==> src/rtl/crsf_pkg.sv <==
// Package for the clock/reset status flag block: offsets, bit positions, resets, types.
// Assumes a 32-bit AXI4-Lite register bus and a single 25 MHz clock.
package crsf_pkg;
   // Register byte offsets
   localparam logic [3:0] CRSF_OFS_FLAGS = 4'h0;
   localparam logic [3:0] CRSF_OFS_ENABLE = 4'h4;
   localparam logic [3:0] CRSF_OFS_DIV = 4'h8;
   // Flag bit positions
   localparam int CRSF_B_TICK = 7;
   localparam int CRSF_B_POR = 6;
   localparam int CRSF_B_LVR = 5;
   localparam int CRSF_B_SETCHG = 4;
   localparam int CRSF_B_SETTLED = 3;
   localparam int CRSF_B_ILA = 2;
   localparam int CRSF_B_OSCCHG = 1;
   localparam int CRSF_B_OSCQ = 0;
   // Sticky write-one-to-clear bits, and bits that may interrupt
   localparam logic [7:0] CRSF_W1C_MASK = 8'hF6;
   localparam logic [7:0] CRSF_IRQ_MASK = 8'h92;
   localparam logic [7:0] CRSF_FLAGS_RST = 8'h00;
   localparam logic [7:0] CRSF_ENABLE_RST = 8'h00;
   localparam logic [4:0] CRSF_DIV_RST = 5'h00;
   // Fixed divide-by-4 while unsettled, as count limit (divide minus 1)
   localparam logic [5:0] CRSF_UNSETTLED_LIM = 6'h03;
   // AXI responses
   localparam logic [1:0] CRSF_RESP_OKAY = 2'h0;
   localparam logic [1:0] CRSF_RESP_SLVERR = 2'h2;

   // Hardware events feeding the flag register
   typedef struct packed {
      logic tick;
      logic por;
      logic lvr;
      logic ila;
   } crsf_evt_t;
endpackage

==> src/rtl/crsf_illegal_rst.sv <==
// Illegal-address reset generator: flags CPU accesses to unmapped addresses.
// Assumes the decode hit from all on-chip modules arrives with the access strobe.
`timescale 1ns/10ps
`default_nettype none
module crsf_illegal_rst
   import crsf_pkg::*;
(
   input wire logic clk,
   input wire logic srst,
   input wire logic single_chip,
   input wire logic cpu_access,
   input wire logic cpu_addr_hit,
   output logic sys_reset_req
);
   logic req_q, req_d;

   // One-cycle reset request per illegal access, only in single-chip modes
   always_comb begin
      req_d = single_chip && cpu_access && !cpu_addr_hit;
   end

   always_ff @(posedge clk) begin
      if (srst) begin
         req_q <= 1'b0;
      end else begin
         req_q <= req_d;
      end
   end

   assign sys_reset_req = req_q;
endmodule
`default_nettype wire

==> src/rtl/crsf_pll_div.sv <==
// PLL output divider: slow fixed divide until settled, then programmed divide.
// Assumes the VCO is represented by a clock-rate enable pulse in the bus domain.
`timescale 1ns/10ps
`default_nettype none
module crsf_pll_div
   import crsf_pkg::*;
(
   input wire logic clk,
   input wire logic srst,
   input wire logic vco_tick,
   input wire logic settled,
   input wire logic [4:0] pll_post_divider,
   output logic pll_tick
);
   logic [5:0] cnt_q, cnt_d;
   logic [5:0] lim;
   logic out_q, out_d;

   // Limit chosen by settled status; counter restarts when it would overrun
   always_comb begin
      lim = settled ? {1'b0, pll_post_divider} : CRSF_UNSETTLED_LIM;
      cnt_d = cnt_q;
      out_d = 1'b0;
      if (vco_tick) begin
         if (cnt_q >= lim) begin
            cnt_d = 6'h00;
            out_d = 1'b1;
         end else begin
            cnt_d = cnt_q + 6'h01;
         end
      end
   end

   always_ff @(posedge clk) begin
      if (srst) begin
         cnt_q <= 6'h00;
         out_q <= 1'b0;
      end else begin
         cnt_q <= cnt_d;
         out_q <= out_d;
      end
   end

   assign pll_tick = out_q;
endmodule
`default_nettype wire

==> src/rtl/crsf_top.sv <==
// Clock/reset status flags with AXI4-Lite slave and one level interrupt.
// Assumes events are one-cycle pulses and status inputs are synchronous to clk.
`timescale 1ns/10ps
`default_nettype none
module crsf_top
   import crsf_pkg::*;
(
   input wire logic clk,
   input wire logic srst,
   input wire logic [3:0] s_axi_awaddr,
   input wire logic s_axi_awvalid,
   output logic s_axi_awready,
   input wire logic [31:0] s_axi_wdata,
   input wire logic [3:0] s_axi_wstrb,
   input wire logic s_axi_wvalid,
   output logic s_axi_wready,
   output logic [1:0] s_axi_bresp,
   output logic s_axi_bvalid,
   input wire logic s_axi_bready,
   input wire logic [3:0] s_axi_araddr,
   input wire logic s_axi_arvalid,
   output logic s_axi_arready,
   output logic [31:0] s_axi_rdata,
   output logic [1:0] s_axi_rresp,
   output logic s_axi_rvalid,
   input wire logic s_axi_rready,
   input wire logic periodic_tick,
   input wire logic por_event,
   input wire logic lvr_event,
   input wire logic pll_settled_in,
   input wire logic osc_qualified_in,
   input wire logic full_stop,
   input wire logic single_chip,
   input wire logic cpu_access,
   input wire logic cpu_addr_hit,
   input wire logic vco_clock,
   output logic pll_clock_tick,
   output logic sys_reset,
   output logic irq
);
   crsf_evt_t evt;
   logic ila_req;
   logic pll_tick;
   logic [7:0] flags_q, flags_d;
   logic [2:0] ien_q, ien_d;
   logic [4:0] div_q, div_d;
   logic settled_q, settled_d;
   logic oscq_q, oscq_d;
   logic irq_q, irq_d;
   logic sysrst_q, sysrst_d;
   logic pllo_q;
   logic aw_q, aw_d, w_q, w_d;
   logic [3:0] awa_q, awa_d;
   logic [7:0] wd_q, wd_d;
   logic wst_q, wst_d;
   logic bv_q, bv_d;
   logic [1:0] br_q, br_d;
   logic rv_q, rv_d;
   logic [31:0] rd_q, rd_d;
   logic [1:0] rr_q, rr_d;
   logic awrdy_q, awrdy_d, wrdy_q, wrdy_d, arrdy_q, arrdy_d;
   logic wr_fire;
   logic [7:0] clr;
   logic [7:0] live;

   crsf_illegal_rst u_ila (
      .clk(clk),
      .srst(srst),
      .single_chip(single_chip),
      .cpu_access(cpu_access),
      .cpu_addr_hit(cpu_addr_hit),
      .sys_reset_req(ila_req)
   );

   crsf_pll_div u_div (
      .clk(clk),
      .srst(srst),
      .vco_tick(vco_clock),
      .settled(settled_q),
      .pll_post_divider(div_q),
      .pll_tick(pll_tick)
   );

   // Event bundle for the sticky flags
   always_comb begin
      evt.tick = periodic_tick;
      evt.por = por_event;
      evt.lvr = lvr_event;
      evt.ila = ila_req;
   end

   // AXI write side: address and data taken in either order, response after both
   always_comb begin
      aw_d = aw_q;
      w_d = w_q;
      awa_d = awa_q;
      wd_d = wd_q;
      wst_d = wst_q;
      bv_d = bv_q;
      br_d = br_q;
      wr_fire = 1'b0;
      if (s_axi_awvalid && !aw_q && !bv_q) begin
         aw_d = 1'b1;
         awa_d = s_axi_awaddr;
      end
      if (s_axi_wvalid && !w_q && !bv_q) begin
         w_d = 1'b1;
         wd_d = s_axi_wdata[7:0];
         wst_d = s_axi_wstrb[0];
      end
      if (aw_q && w_q) begin
         wr_fire = 1'b1;
         aw_d = 1'b0;
         w_d = 1'b0;
         bv_d = 1'b1;
         br_d = (awa_q == CRSF_OFS_FLAGS || awa_q == CRSF_OFS_ENABLE ||
                 awa_q == CRSF_OFS_DIV) ? CRSF_RESP_OKAY : CRSF_RESP_SLVERR;
      end else if (bv_q && s_axi_bready) begin
         bv_d = 1'b0;
      end
      // Ready taken from next state, so the pins leave a flop with no extra delay
      awrdy_d = !aw_d && !bv_d;
      wrdy_d = !w_d && !bv_d;
   end

   // Write-one-to-clear strobes; status bits 3 and 0 are outside the mask, so ignored
   always_comb begin
      clr = '0;
      if (wr_fire && wst_q && awa_q == CRSF_OFS_FLAGS) begin
         clr = wd_q & CRSF_W1C_MASK;
      end
   end

   // Live status: full stop forces oscillator-qualified low
   always_comb begin
      settled_d = pll_settled_in;
      oscq_d = osc_qualified_in && !full_stop;
   end

   // Sticky flags: a set in the same cycle as a clear wins
   always_comb begin
      flags_d = flags_q & ~clr;
      if (evt.tick) flags_d[CRSF_B_TICK] = 1'b1;
      if (evt.por) flags_d[CRSF_B_POR] = 1'b1;
      if (evt.lvr) flags_d[CRSF_B_LVR] = 1'b1;
      if (settled_d != settled_q) flags_d[CRSF_B_SETCHG] = 1'b1;
      if (evt.ila) flags_d[CRSF_B_ILA] = 1'b1;
      if (oscq_d != oscq_q) flags_d[CRSF_B_OSCCHG] = 1'b1;
      flags_d[CRSF_B_SETTLED] = 1'b0;
      flags_d[CRSF_B_OSCQ] = 1'b0;
   end

   // Enables and post-divider, byte lane 0 only
   always_comb begin
      ien_d = ien_q;
      div_d = div_q;
      if (wr_fire && wst_q && awa_q == CRSF_OFS_ENABLE) begin
         ien_d = {wd_q[CRSF_B_TICK], wd_q[CRSF_B_SETCHG], wd_q[CRSF_B_OSCCHG]};
      end
      if (wr_fire && wst_q && awa_q == CRSF_OFS_DIV) begin
         div_d = wd_q[4:0];
      end
   end

   // Interrupt level: held while any enabled flag stands
   always_comb begin
      irq_d = (flags_d[CRSF_B_TICK] && ien_d[2]) ||
              (flags_d[CRSF_B_SETCHG] && ien_d[1]) ||
              (flags_d[CRSF_B_OSCCHG] && ien_d[0]);
      sysrst_d = ila_req;
   end

   // Register read view with live status bits merged in
   always_comb begin
      live = flags_q;
      live[CRSF_B_SETTLED] = settled_q;
      live[CRSF_B_OSCQ] = oscq_q;
      rv_d = rv_q;
      rd_d = rd_q;
      rr_d = rr_q;
      if (s_axi_arvalid && !rv_q) begin
         rv_d = 1'b1;
         rr_d = CRSF_RESP_OKAY;
         unique case (s_axi_araddr)
            CRSF_OFS_FLAGS: rd_d = {24'h000000, live};
            CRSF_OFS_ENABLE: rd_d = {24'h000000, ien_q[2], 2'h0, ien_q[1], 2'h0, ien_q[0], 1'b0};
            CRSF_OFS_DIV: rd_d = {27'h0000000, div_q};
            default: begin
               rd_d = 32'h00000000;
               rr_d = CRSF_RESP_SLVERR;
            end
         endcase
      end else if (rv_q && s_axi_rready) begin
         rv_d = 1'b0;
      end
      arrdy_d = !rv_d;
   end

   // Only state registers; power-on flag is not cleared by srst, a soft reset here
   always_ff @(posedge clk) begin
      if (srst) begin
         flags_q <= CRSF_FLAGS_RST | (flags_q & (8'h01 << CRSF_B_POR));
         ien_q <= CRSF_ENABLE_RST[2:0];
         div_q <= CRSF_DIV_RST;
         settled_q <= 1'b0;
         oscq_q <= 1'b0;
         irq_q <= 1'b0;
         sysrst_q <= 1'b0;
         pllo_q <= 1'b0;
         aw_q <= 1'b0;
         w_q <= 1'b0;
         awa_q <= 4'h0;
         wd_q <= 8'h00;
         wst_q <= 1'b0;
         bv_q <= 1'b0;
         br_q <= CRSF_RESP_OKAY;
         rv_q <= 1'b0;
         rd_q <= 32'h00000000;
         rr_q <= CRSF_RESP_OKAY;
         awrdy_q <= 1'b1;
         wrdy_q <= 1'b1;
         arrdy_q <= 1'b1;
      end else begin
         flags_q <= flags_d;
         ien_q <= ien_d;
         div_q <= div_d;
         settled_q <= settled_d;
         oscq_q <= oscq_d;
         irq_q <= irq_d;
         sysrst_q <= sysrst_d;
         pllo_q <= pll_tick;
         aw_q <= aw_d;
         w_q <= w_d;
         awa_q <= awa_d;
         wd_q <= wd_d;
         wst_q <= wst_d;
         bv_q <= bv_d;
         br_q <= br_d;
         rv_q <= rv_d;
         rd_q <= rd_d;
         rr_q <= rr_d;
         awrdy_q <= awrdy_d;
         wrdy_q <= wrdy_d;
         arrdy_q <= arrdy_d;
      end
   end

   assign s_axi_awready = awrdy_q;
   assign s_axi_wready = wrdy_q;
   assign s_axi_bvalid = bv_q;
   assign s_axi_bresp = br_q;
   assign s_axi_arready = arrdy_q;
   assign s_axi_rvalid = rv_q;
   assign s_axi_rdata = rd_q;
   assign s_axi_rresp = rr_q;
   assign pll_clock_tick = pllo_q;
   assign sys_reset = sysrst_q;
   assign irq = irq_q;
endmodule
`default_nettype wire

==> config.mk <==
export PLATFORM = sky130hd
export DESIGN_NAME = crsf_top
export DESIGN_NICKNAME = d
export VERILOG_FILES = /design/src/rtl/crsf_pkg.sv /design/src/rtl/crsf_illegal_rst.sv /design/src/rtl/crsf_pll_div.sv /design/src/rtl/crsf_top.sv
export SDC_FILE = /design/constraint.sdc
export NUM_CORES = 1
export LEC_CHECK = 0
export ABC_AREA = 1
export BUFFER_PORTS_ARGS = -buffer_cell sky130_fd_sc_hd__buf_2
export CAP_MARGIN = 5
export CELL_PAD_IN_SITES_DETAIL_PLACEMENT = 0
export CELL_PAD_IN_SITES_GLOBAL_PLACEMENT = 1
export CORE_ASPECT_RATIO = 1.4
export CORE_UTILIZATION = 34
export CTS_CLUSTER_DIAMETER = 40
export DETAILED_ROUTE_END_ITERATION = 16
export MAX_ROUTING_LAYER = met4
export PLACE_DENSITY_LB_ADDON = 0.1
export SYNTH_ARGS = -nofsm -noshare
export SYNTH_HDL_FRONTEND = slang
export SYNTH_SLANG_ARGS = --single-unit
==> constraint.sdc <==
create_clock -name clk -period 2.14 [get_ports clk]
set_clock_uncertainty 0.15 [all_clocks]
set_input_delay 0.428 -clock clk [delete_from_list [all_inputs] [get_ports clk]]
set_output_delay 0.428 -clock clk [all_outputs]
set_load 0.005 [all_outputs]
== Yosys cells after proc, flatten, opt, wreduce, memory -nomap -nowiden ==
Index checks and enable logic that the tools add are counted.

* Register bits after elaboration: 85
* Input port bits: 61
* Output and inout bits: 44
* Word-level logic and storage cells: 97

* Add/sub/neg operators: 1
* $lt $le $gt $ge: 1
* Equality and inequality tests: 6
* Muxes and demuxes: 22
* Bitwise gates (word level): 3
* Reductions and logical operators: 38

{| class="wikitable"
|+ Operators by type and width
! cell !! number
|-
| 8-bit one-hot mux with 3 select lines || 1
|-
| 1-bit logical AND || 20
|-
| 1-bit two-way mux || 15
|-
| 1-bit zero test || 10
|-
| 8-bit AND || 1
|-
| 4-bit by 3-bit == test with 1-bit output, second input constant || 2
|-
| 4-bit == test, second input constant || 2
|-
| 4-bit zero test || 2
|-
| 8-bit two-way mux || 1
|-
| 8-bit inverter || 1
|-
| 6-bit by 1-bit adder with 6-bit output, second input constant || 1
|-
| 6-bit >= comparator || 1
|-
| 6-bit two-way mux || 1
|-
| 5-bit two-way mux || 1
|-
| 1-bit logical OR || 4
|-
| 2-bit two-way mux || 2
|-
| 3-bit two-way mux || 1
|-
| 3-bit OR reduction || 1
|-
| 1-bit != test || 2
|-
| 2-bit OR reduction || 1
|-
| 1-bit inverter || 1
|}

== Logic depth before layout (Yosys ltp) ==
Gate-level depths: netlist of run 1.

* Depth in word-level cells: 11
* Mapped depth: 11
* Gate-level depth less buffers: 11

== Modules after synthesis ==
Synthesis of run 1 repeated with hierarchy kept, for this count alone.

* Cells, all modules: 339
* Area total of the unflattened synthesis: 2608.8 um2

{| class="wikitable"
|+ By module, submodules not included
! module !! times used !! cells each !! area an instance (um2) !! sequential area each (um2)
|-
| crsf_top || 1 || 274 || 2099.5 || 991.0
|-
| crsf_pll_div || 1 || 59 || 467.9 || 140.1
|-
| crsf_illegal_rst || 1 || 6 || 41.3 || 20.0
|}

== Least setup slack after synthesis of run 1 ==
Ideal clock, no wire load.

* Path type: register to register
* Start: reg settled_q
* End: reg u_div.cnt_q[0]
* Library setup time: 0.066 ns
* Data arrival time: 1.404 ns
* Required time: 1.924 ns
* Path slack: 0.520 ns
* Stages on the path, launching flop included: 11
* Buffers on the path: 1
* Period minus slack after synthesis: 1.620 ns
* Path through: dfxtp_1 > clkbuf_1 > nand2_1 > ha_1 > nand2_1 > inv_1 > o21ai_0 > nand3_1 > nand2_1 > nand2_1 > nor2_1

* Word-level cells in the longest chain between the ends: 3

{| class="wikitable"
|+ RTL lines
! element !! line !! text
|-
| from (decl) || crsf_top.sv:47 || <nowiki>logic settled_q, settled_d;</nowiki>
|-
| from (signal assigned) || crsf_top.sv:227 || <nowiki>settled_q <= settled_d;</nowiki>
|-
| 5-bit two-way mux || crsf_pll_div.sv:21 || <nowiki>lim = settled ? {1'b0, pll_post_divider} : CRSF_UNSETTLED_LIM;</nowiki>
|-
| 6-bit >= comparator || crsf_pll_div.sv:25 || <nowiki>if (cnt_q >= lim) begin</nowiki>
|-
| 6-bit two-way mux || crsf_pll_div.sv:25 ||
|-
| to (signal assigned) || crsf_pll_div.sv:39 || <nowiki>cnt_q <= cnt_d;</nowiki>
|-
| to (decl) || crsf_pll_div.sv:15 || <nowiki>logic [5:0] cnt_q, cnt_d;</nowiki>
|}

No other way between the ends.
A chain may end at the register's enable or synchronous reset.

== Final worst setup path of run 1 ==
* Start: reg settled_q
* End: reg u_div.cnt_q[2]

Same word-level chain as after synthesis.

==> impl_metrics.toml, run 1 <==
[outcome]
status = "finished clean"

[routing]
dr.pass1.iters = 4
viasPerCell = 4.235
ant_nets = 0
via_count = 2071
drc = 0
wl_per_cell_um = 10.64
drtIter0Drc = 77
routed_wl_mm = 5.203

[power]
vdd_drop_max_mv = 0.4479
power_mw = 2.449
cellPowerDensity_nw_per_um2 = 800.5
power.leakage_nw = 1.420

[final_layout]
layout.area.seq_um2 = 1151
fill_cells = 823
layout-drive-gt1-share_pct = 20.66
areaGrowthSynthToFinish_pct = 17.83
multi_input_area_um2 = 1117
postLayoutCoreUtil_pct = 41.56
nets = 455
antennaDiodeCount = 0

[placed_design]
dpl.hpwl_mm = 3.900
pre_cts_ws_ns = 0.3455
port_buffers = 51
gp_congestion = 0.7041

[worst_setup_path]
rr_endpoint = "u_div.cnt_q[2]"
r2r-start = "settled_q"
crit_path_frequent_cell = "nand2_1"
cp_cell_sequence = "nand2_1 > ha_1 > o21ai_0 > nand2_1 > nand2_1 > nand3_1 > nand2_1 > nand2_1 > nor2_1"
endpoint_kind = "flip-flop"
cp_max_fo = 7
reg2reg_depth = 9
crit_family = "simple AND/OR/NAND/NOR gates"
cp_num_buf_inv = 0
rrSetupSlack_ns = 0.36
critical_path_arrival_ns = 1.89
required_ns = 2.25
cp_num_cells = 9
slowest_delay_ns = 0.44
critPathKind = "reg2reg"
crit_slowest_cell = "dfxtp_1"
crit_path_start_kind = "flip-flop"

[global_route]
antenna_found_initial = 0
first_global_vias = 1963
overflow = 0
track_usage_pct = 14.62
grt_pass1_wl_mm = 8.521
grt_max_degree = 25

[clock_network]
hold_buffers = 0
cts-root-buf = "clkbuf_8"
cts_setup_buffers = 0
tritoncts = "yes"
worstSkewPairLatency_ns = 0.33
cts-buffers-inserted = 9
cts_resized = 0
clockBufferDepth = 2
cts.clk_slew.worst_paths_ns = 0.06
clkSinkCount = 57
cts_htree_levels = 3

[yosys]
synth_top_area_cell = "dfxtp_1"
synth_area_leaders = "dfxtp_1 (43%), nand2_1 (9.0%), buf_4 (7.5%)"
syn_area_per_cell_um2 = 7.773
synth_flop_cell = "dfxtp_1"
synth-edff-count = 1
async_flop_share_pct = 0
synth-seq-area-share_pct = 44.34
yosysWarnings = 0
postSynthCellCount = 334
synth.distinct_cells = 32
netlist_area_um2 = 2596
ys_seq_elements = 57
synth_top_area_share_pct = 43.18

[sta]
final_hold_viol_count = 0
finalSetupViolCount = 0
slew_viol_final = 0
post-route-min-period_ns = 1.778
setup_ws_ns = 0.3625
finalCritPeriodShare_pct = 83.06
tns_ns = 0
max_freq_ghz = 0.5626
hold_slack_ns = 0.1078
rsz0062_at_grt = "no"

[die]
die_h_um = 105.4
dieArea_um2 = 7995
ios = 105
fp-row-count = 37
core_area_um2 = 7361
die_w_um = 75.86
start_util_pct = 35.27

[worst_hold_path]
hold_depth = 2
hp-class = "in2reg"
hp-start = "cpu_addr_hit"
min_to = "u_ila.sys_reset_req"

[job]
cap_violations = 0
==> flip-flops by register name, indices dropped and copies added (netlist names), 3 cells and up <==
name / count
flags_q: 6
u_div.cnt_q: 6
div_q: 5
awa_q: 4
ien_q: 3
wd_q: 8
s_axi_rdata: 8
==> through the flow <==
stage / instance area [µm²] / cells
6_report: 3059 / 489
2_1_floorplan: 2690 / 359
5_1_grt: 3059 / 489
4_1_cts: 3059 / 489
3_3_place_gp: 2845 / 474
3_5_place_dp: 2845 / 474
==> metal layers <==
metal	part of all wire, %	track usage (%)	up-vias
li1	-	-	1109
met1	46	16.82	904
met2	48	23.20	51
met3	3.9	3.250	7
met4	1.7	7.540	0
met5	0	-	-
==> final cells by class <==
type	instances	share of cell area, %
Tap cell	97	3.967
Clock inverter	2	1.145
Multi-Input combinational cell	221	36.52
Timing Repair Buffer	53	9.243
Inverter	46	5.644
Sequential cell	57	37.63
Clock buffer	13	5.849
==> power breakdown <==
part	internal (mW)	total [mW]	switching, mW
logic	0.0908	0.238	0.147
clock network	0.656	1.05	0.399
registers	1.12	1.16	0.0353
total	1.87	2.45	0.581
==> synth_stat cells (2+ instances only) <==
cell       n
ha_1       6
buf_2      4
xnor2_1    3
buf_4     26
o21ai_1    6
nor2_4     2
nor2_2     4
nand2_1   62
xor2_1     4
inv_1     45
a21oi_1   35
dfxtp_1   56
buf_6      2
nand4_1    2
clkbuf_1   3
nor2_1    23
nand3_1    9
o21ai_0   27
nand3_2    2
==> cells by family (layout without fill, tap and decap cells) <==
group                    count (synthesis)  in the layout  share of synthesized area, %
multiplexers                             1              1                        0.3856
AND/OR/NAND/NOR                        111            111                         19.95
AO/OA/AOI/OAI                           70             70                         13.69
adder cells (fa/ha/maj)                  6              6                         2.891
other                                    1             26                        0.1444
XOR/XNOR                                 7              7                         2.361
buffers and inverters                   81            114                         16.24
flip-flops                              57             57                         44.34
==> how the worst max path moves through the flow <==
stage                      to  startpoint  slack (ns)
2_1_floorplan  u_div.cnt_q[0]   settled_q        0.52
3_3_place_gp   u_div.cnt_q[5]   settled_q        0.41
3_5_place_dp   u_div.cnt_q[2]   settled_q        0.35
4_1_cts        u_div.cnt_q[2]   settled_q        0.32
5_1_grt        u_div.cnt_q[2]   settled_q        0.11
6_report       u_div.cnt_q[2]   settled_q        0.36
==> placed cells by master (no fill, tap or decap), types with 2 or more instances in the layout <==
cell type and count:
nand2_1 62, xnor2_1 3, o21ai_1 6, a21oi_1 35, ha_1 6, conb_1 26
o21ai_0 27, nand4_1 2, buf_2 51, clkbuf_8 13, dfxtp_1 56, nor2_1 23
nand3_1 9, xor2_1 4, nor2_4 2, inv_1 45, nand3_2 2, nor2_2 4
==> worst reg2reg max path, stage by stage (launching register included) <==
cell and delay (ns):
dfxtp_1 0.44, nand2_1 0.09, ha_1 0.26, o21ai_0 0.18
nand2_1 0.08, nand2_1 0.06, nand3_1 0.06, nand2_1 0.09
nand2_1 0.15, nor2_1 0.14
Power figures use the tool's default switching activity.
==> run 2, diff against run 1 <==
==> constraint.sdc (replaced) <==
create_clock -name clk -period 1.8 [get_ports clk]
set_clock_uncertainty 0.15 [all_clocks]
set_input_delay 0.36 -clock clk [delete_from_list [all_inputs] [get_ports clk]]
set_output_delay 0.36 -clock clk [all_outputs]
set_load 0.005 [all_outputs]
==> impl_metrics.toml, run 2 (synthesized netlist as in run 1, its figures left out) <==
[outcome]
status = "finished clean"

[sta]
tns_ns = 0
finalSetupViolCount = 0
final_hold_viol_count = 0
slew_viol_final = 0
finalCritPeriodShare_pct = 88.87
rsz0062_at_grt = "no"
post-route-min-period_ns = 1.600
max_freq_ghz = 0.6251
hold_slack_ns = 0.03472

[final_layout]
multi_input_area_um2 = 1120
layout_common_cells = "nand2_1 (61), dfxtp_1 (55), buf_2 (51)"
layout_commonest_cell = "nand2_1"
stdcell_area_um2 = 3047
fin_cells = 493
layout-drive-gt1-share_pct = 21.97
layout.area.seq_um2 = 1152
postLayoutCoreUtil_pct = 41.39
areaGrowthSynthToFinish_pct = 17.35
nets = 459
fill_cells = 810
antennaDiodeCount = 0

[clock_network]
hold_buffers = 0
tritoncts = "yes"
cts_setup_buffers = 0
cts_htree_levels = 3
cts.clk_slew.worst_paths_ns = 0.06
cts-root-buf = "clkbuf_8"
cts-buffers-inserted = 9
clockBufferDepth = 2
clkSinkCount = 57
worstSkewPairLatency_ns = 0.33

[global_route]
grt_pass1_wl_mm = 8.487
track_usage_pct = 14.72
grt.met3_usage_pct = 4.015
grt_max_degree = 18
antenna_found_initial = 0
use_met1_pct = 16.40
use_met2_pct = 23.45
first_global_vias = 1986
overflow = 0
grt.busiest_layer = "met2"

[routing]
wl_per_cell_um = 10.44
dr.pass1.iters = 4
routed_wl_mm = 5.147
via_count = 2076
drc = 0
drtIter0Drc = 86
ant_nets = 0
viasPerCell = 4.211

[worst_setup_path]
critical_path_arrival_ns = 1.72
rrSetupSlack_ns = 0.20
crit_slowest_cell = "dfxtp_2"
reg2reg_depth = 9
crit_path_start_kind = "flip-flop"
endpoint_kind = "flip-flop"
cp_cell_sequence = "nand2_1 > ha_1 > nand2_1 > inv_1 > o21ai_0 > nand3_1 > nand2_1 > nand2_2 > nor2_1"
required_ns = 1.92
critPathKind = "reg2reg"
crit_path_frequent_cell = "nand2_1"
cp_max_fo = 7
slowest_delay_ns = 0.39

[placed_design]
port_buffers = 51
dp_cells = 478
place_area_um2 = 2863
gp_congestion = 0.7070
dpl.hpwl_mm = 3.992

[die]
die_w_um = 75.86
ios = 105
fp-row-count = 37
start_util_pct = 35.27
dieArea_um2 = 7995
die_h_um = 105.4
core_area_um2 = 7361

[power]
vdd_drop_max_mv = 0.4703
cellPowerDensity_nw_per_um2 = 901.5
power.leakage_nw = 1.421

[worst_hold_path]
hp-class = "in2reg"
hold_depth = 2

[job]
cap_violations = 0
## run 2: cell types whose count changed in the layout (fill, tap and decap cells not counted), sizes merged
| cell | change |
|---|---|
| clkinv | +2 |
| bufinv | -1 |
| clkbuf | -1 |
| buf | +4 |
## run 2: metrics by stage
stage / power (mW) / setup slack (ns)
final: 2.747 / 0.2003
after global routing: 2.896 / 0.04327
after CTS: 2.780 / 0.05700
after detailed placement: 1.696 / 0.03503
after global placement: 1.693 / 0.05064
after floorplan: 1.630 / 0.1805
## run 2: path summary, 6_finish.rpt
path,start,to
max reg2reg,settled_q,u_div.cnt_q[0]
min reg2reg,u_div.pll_tick,pll_clock_tick
min,cpu_addr_hit,u_ila.sys_reset_req
max,settled_q,u_div.cnt_q[0]
## run 2: timing repair
action / 4_1_cts / 5_1_grt
resized for setup: 1 / 2
setup endpoints to repair: 5 / 6
gates cloned: 0 / 0
## run 2: power breakdown
group / switching (mW) / internal, mW
sequential: 0.0401 / 1.33
combinational: 0.178 / 0.116
clock: 0.483 / 0.597
total: 0.702 / 2.04
## run 2: area by class of cell
type | instances | share of cell area (%)
Multi-Input combinational cell | 221 | 36.76
Tap cell | 97 | 3.984
Sequential cell | 57 | 37.82
Inverter | 46 | 5.667
Clock buffer | 12 | 5.421
Timing Repair Buffer | 57 | 9.856
Clock inverter | 3 | 0.4928
## run 2: routing by layer
metal	vias to the layer above	share of wire [%]
li1	1121	-
met1	895	45
met2	50	49
met3	10	4.4
met4	0	1.8
met5	-	0
## run 2: worst max-delay path, delay by kind of cell (launching register included)
family          cells  cell delay (ns)
compound gates      1             0.14
fa+ha+maj           1             0.28
simple gates        6             0.55
flops               1             0.39
buf+inv             1             0.03
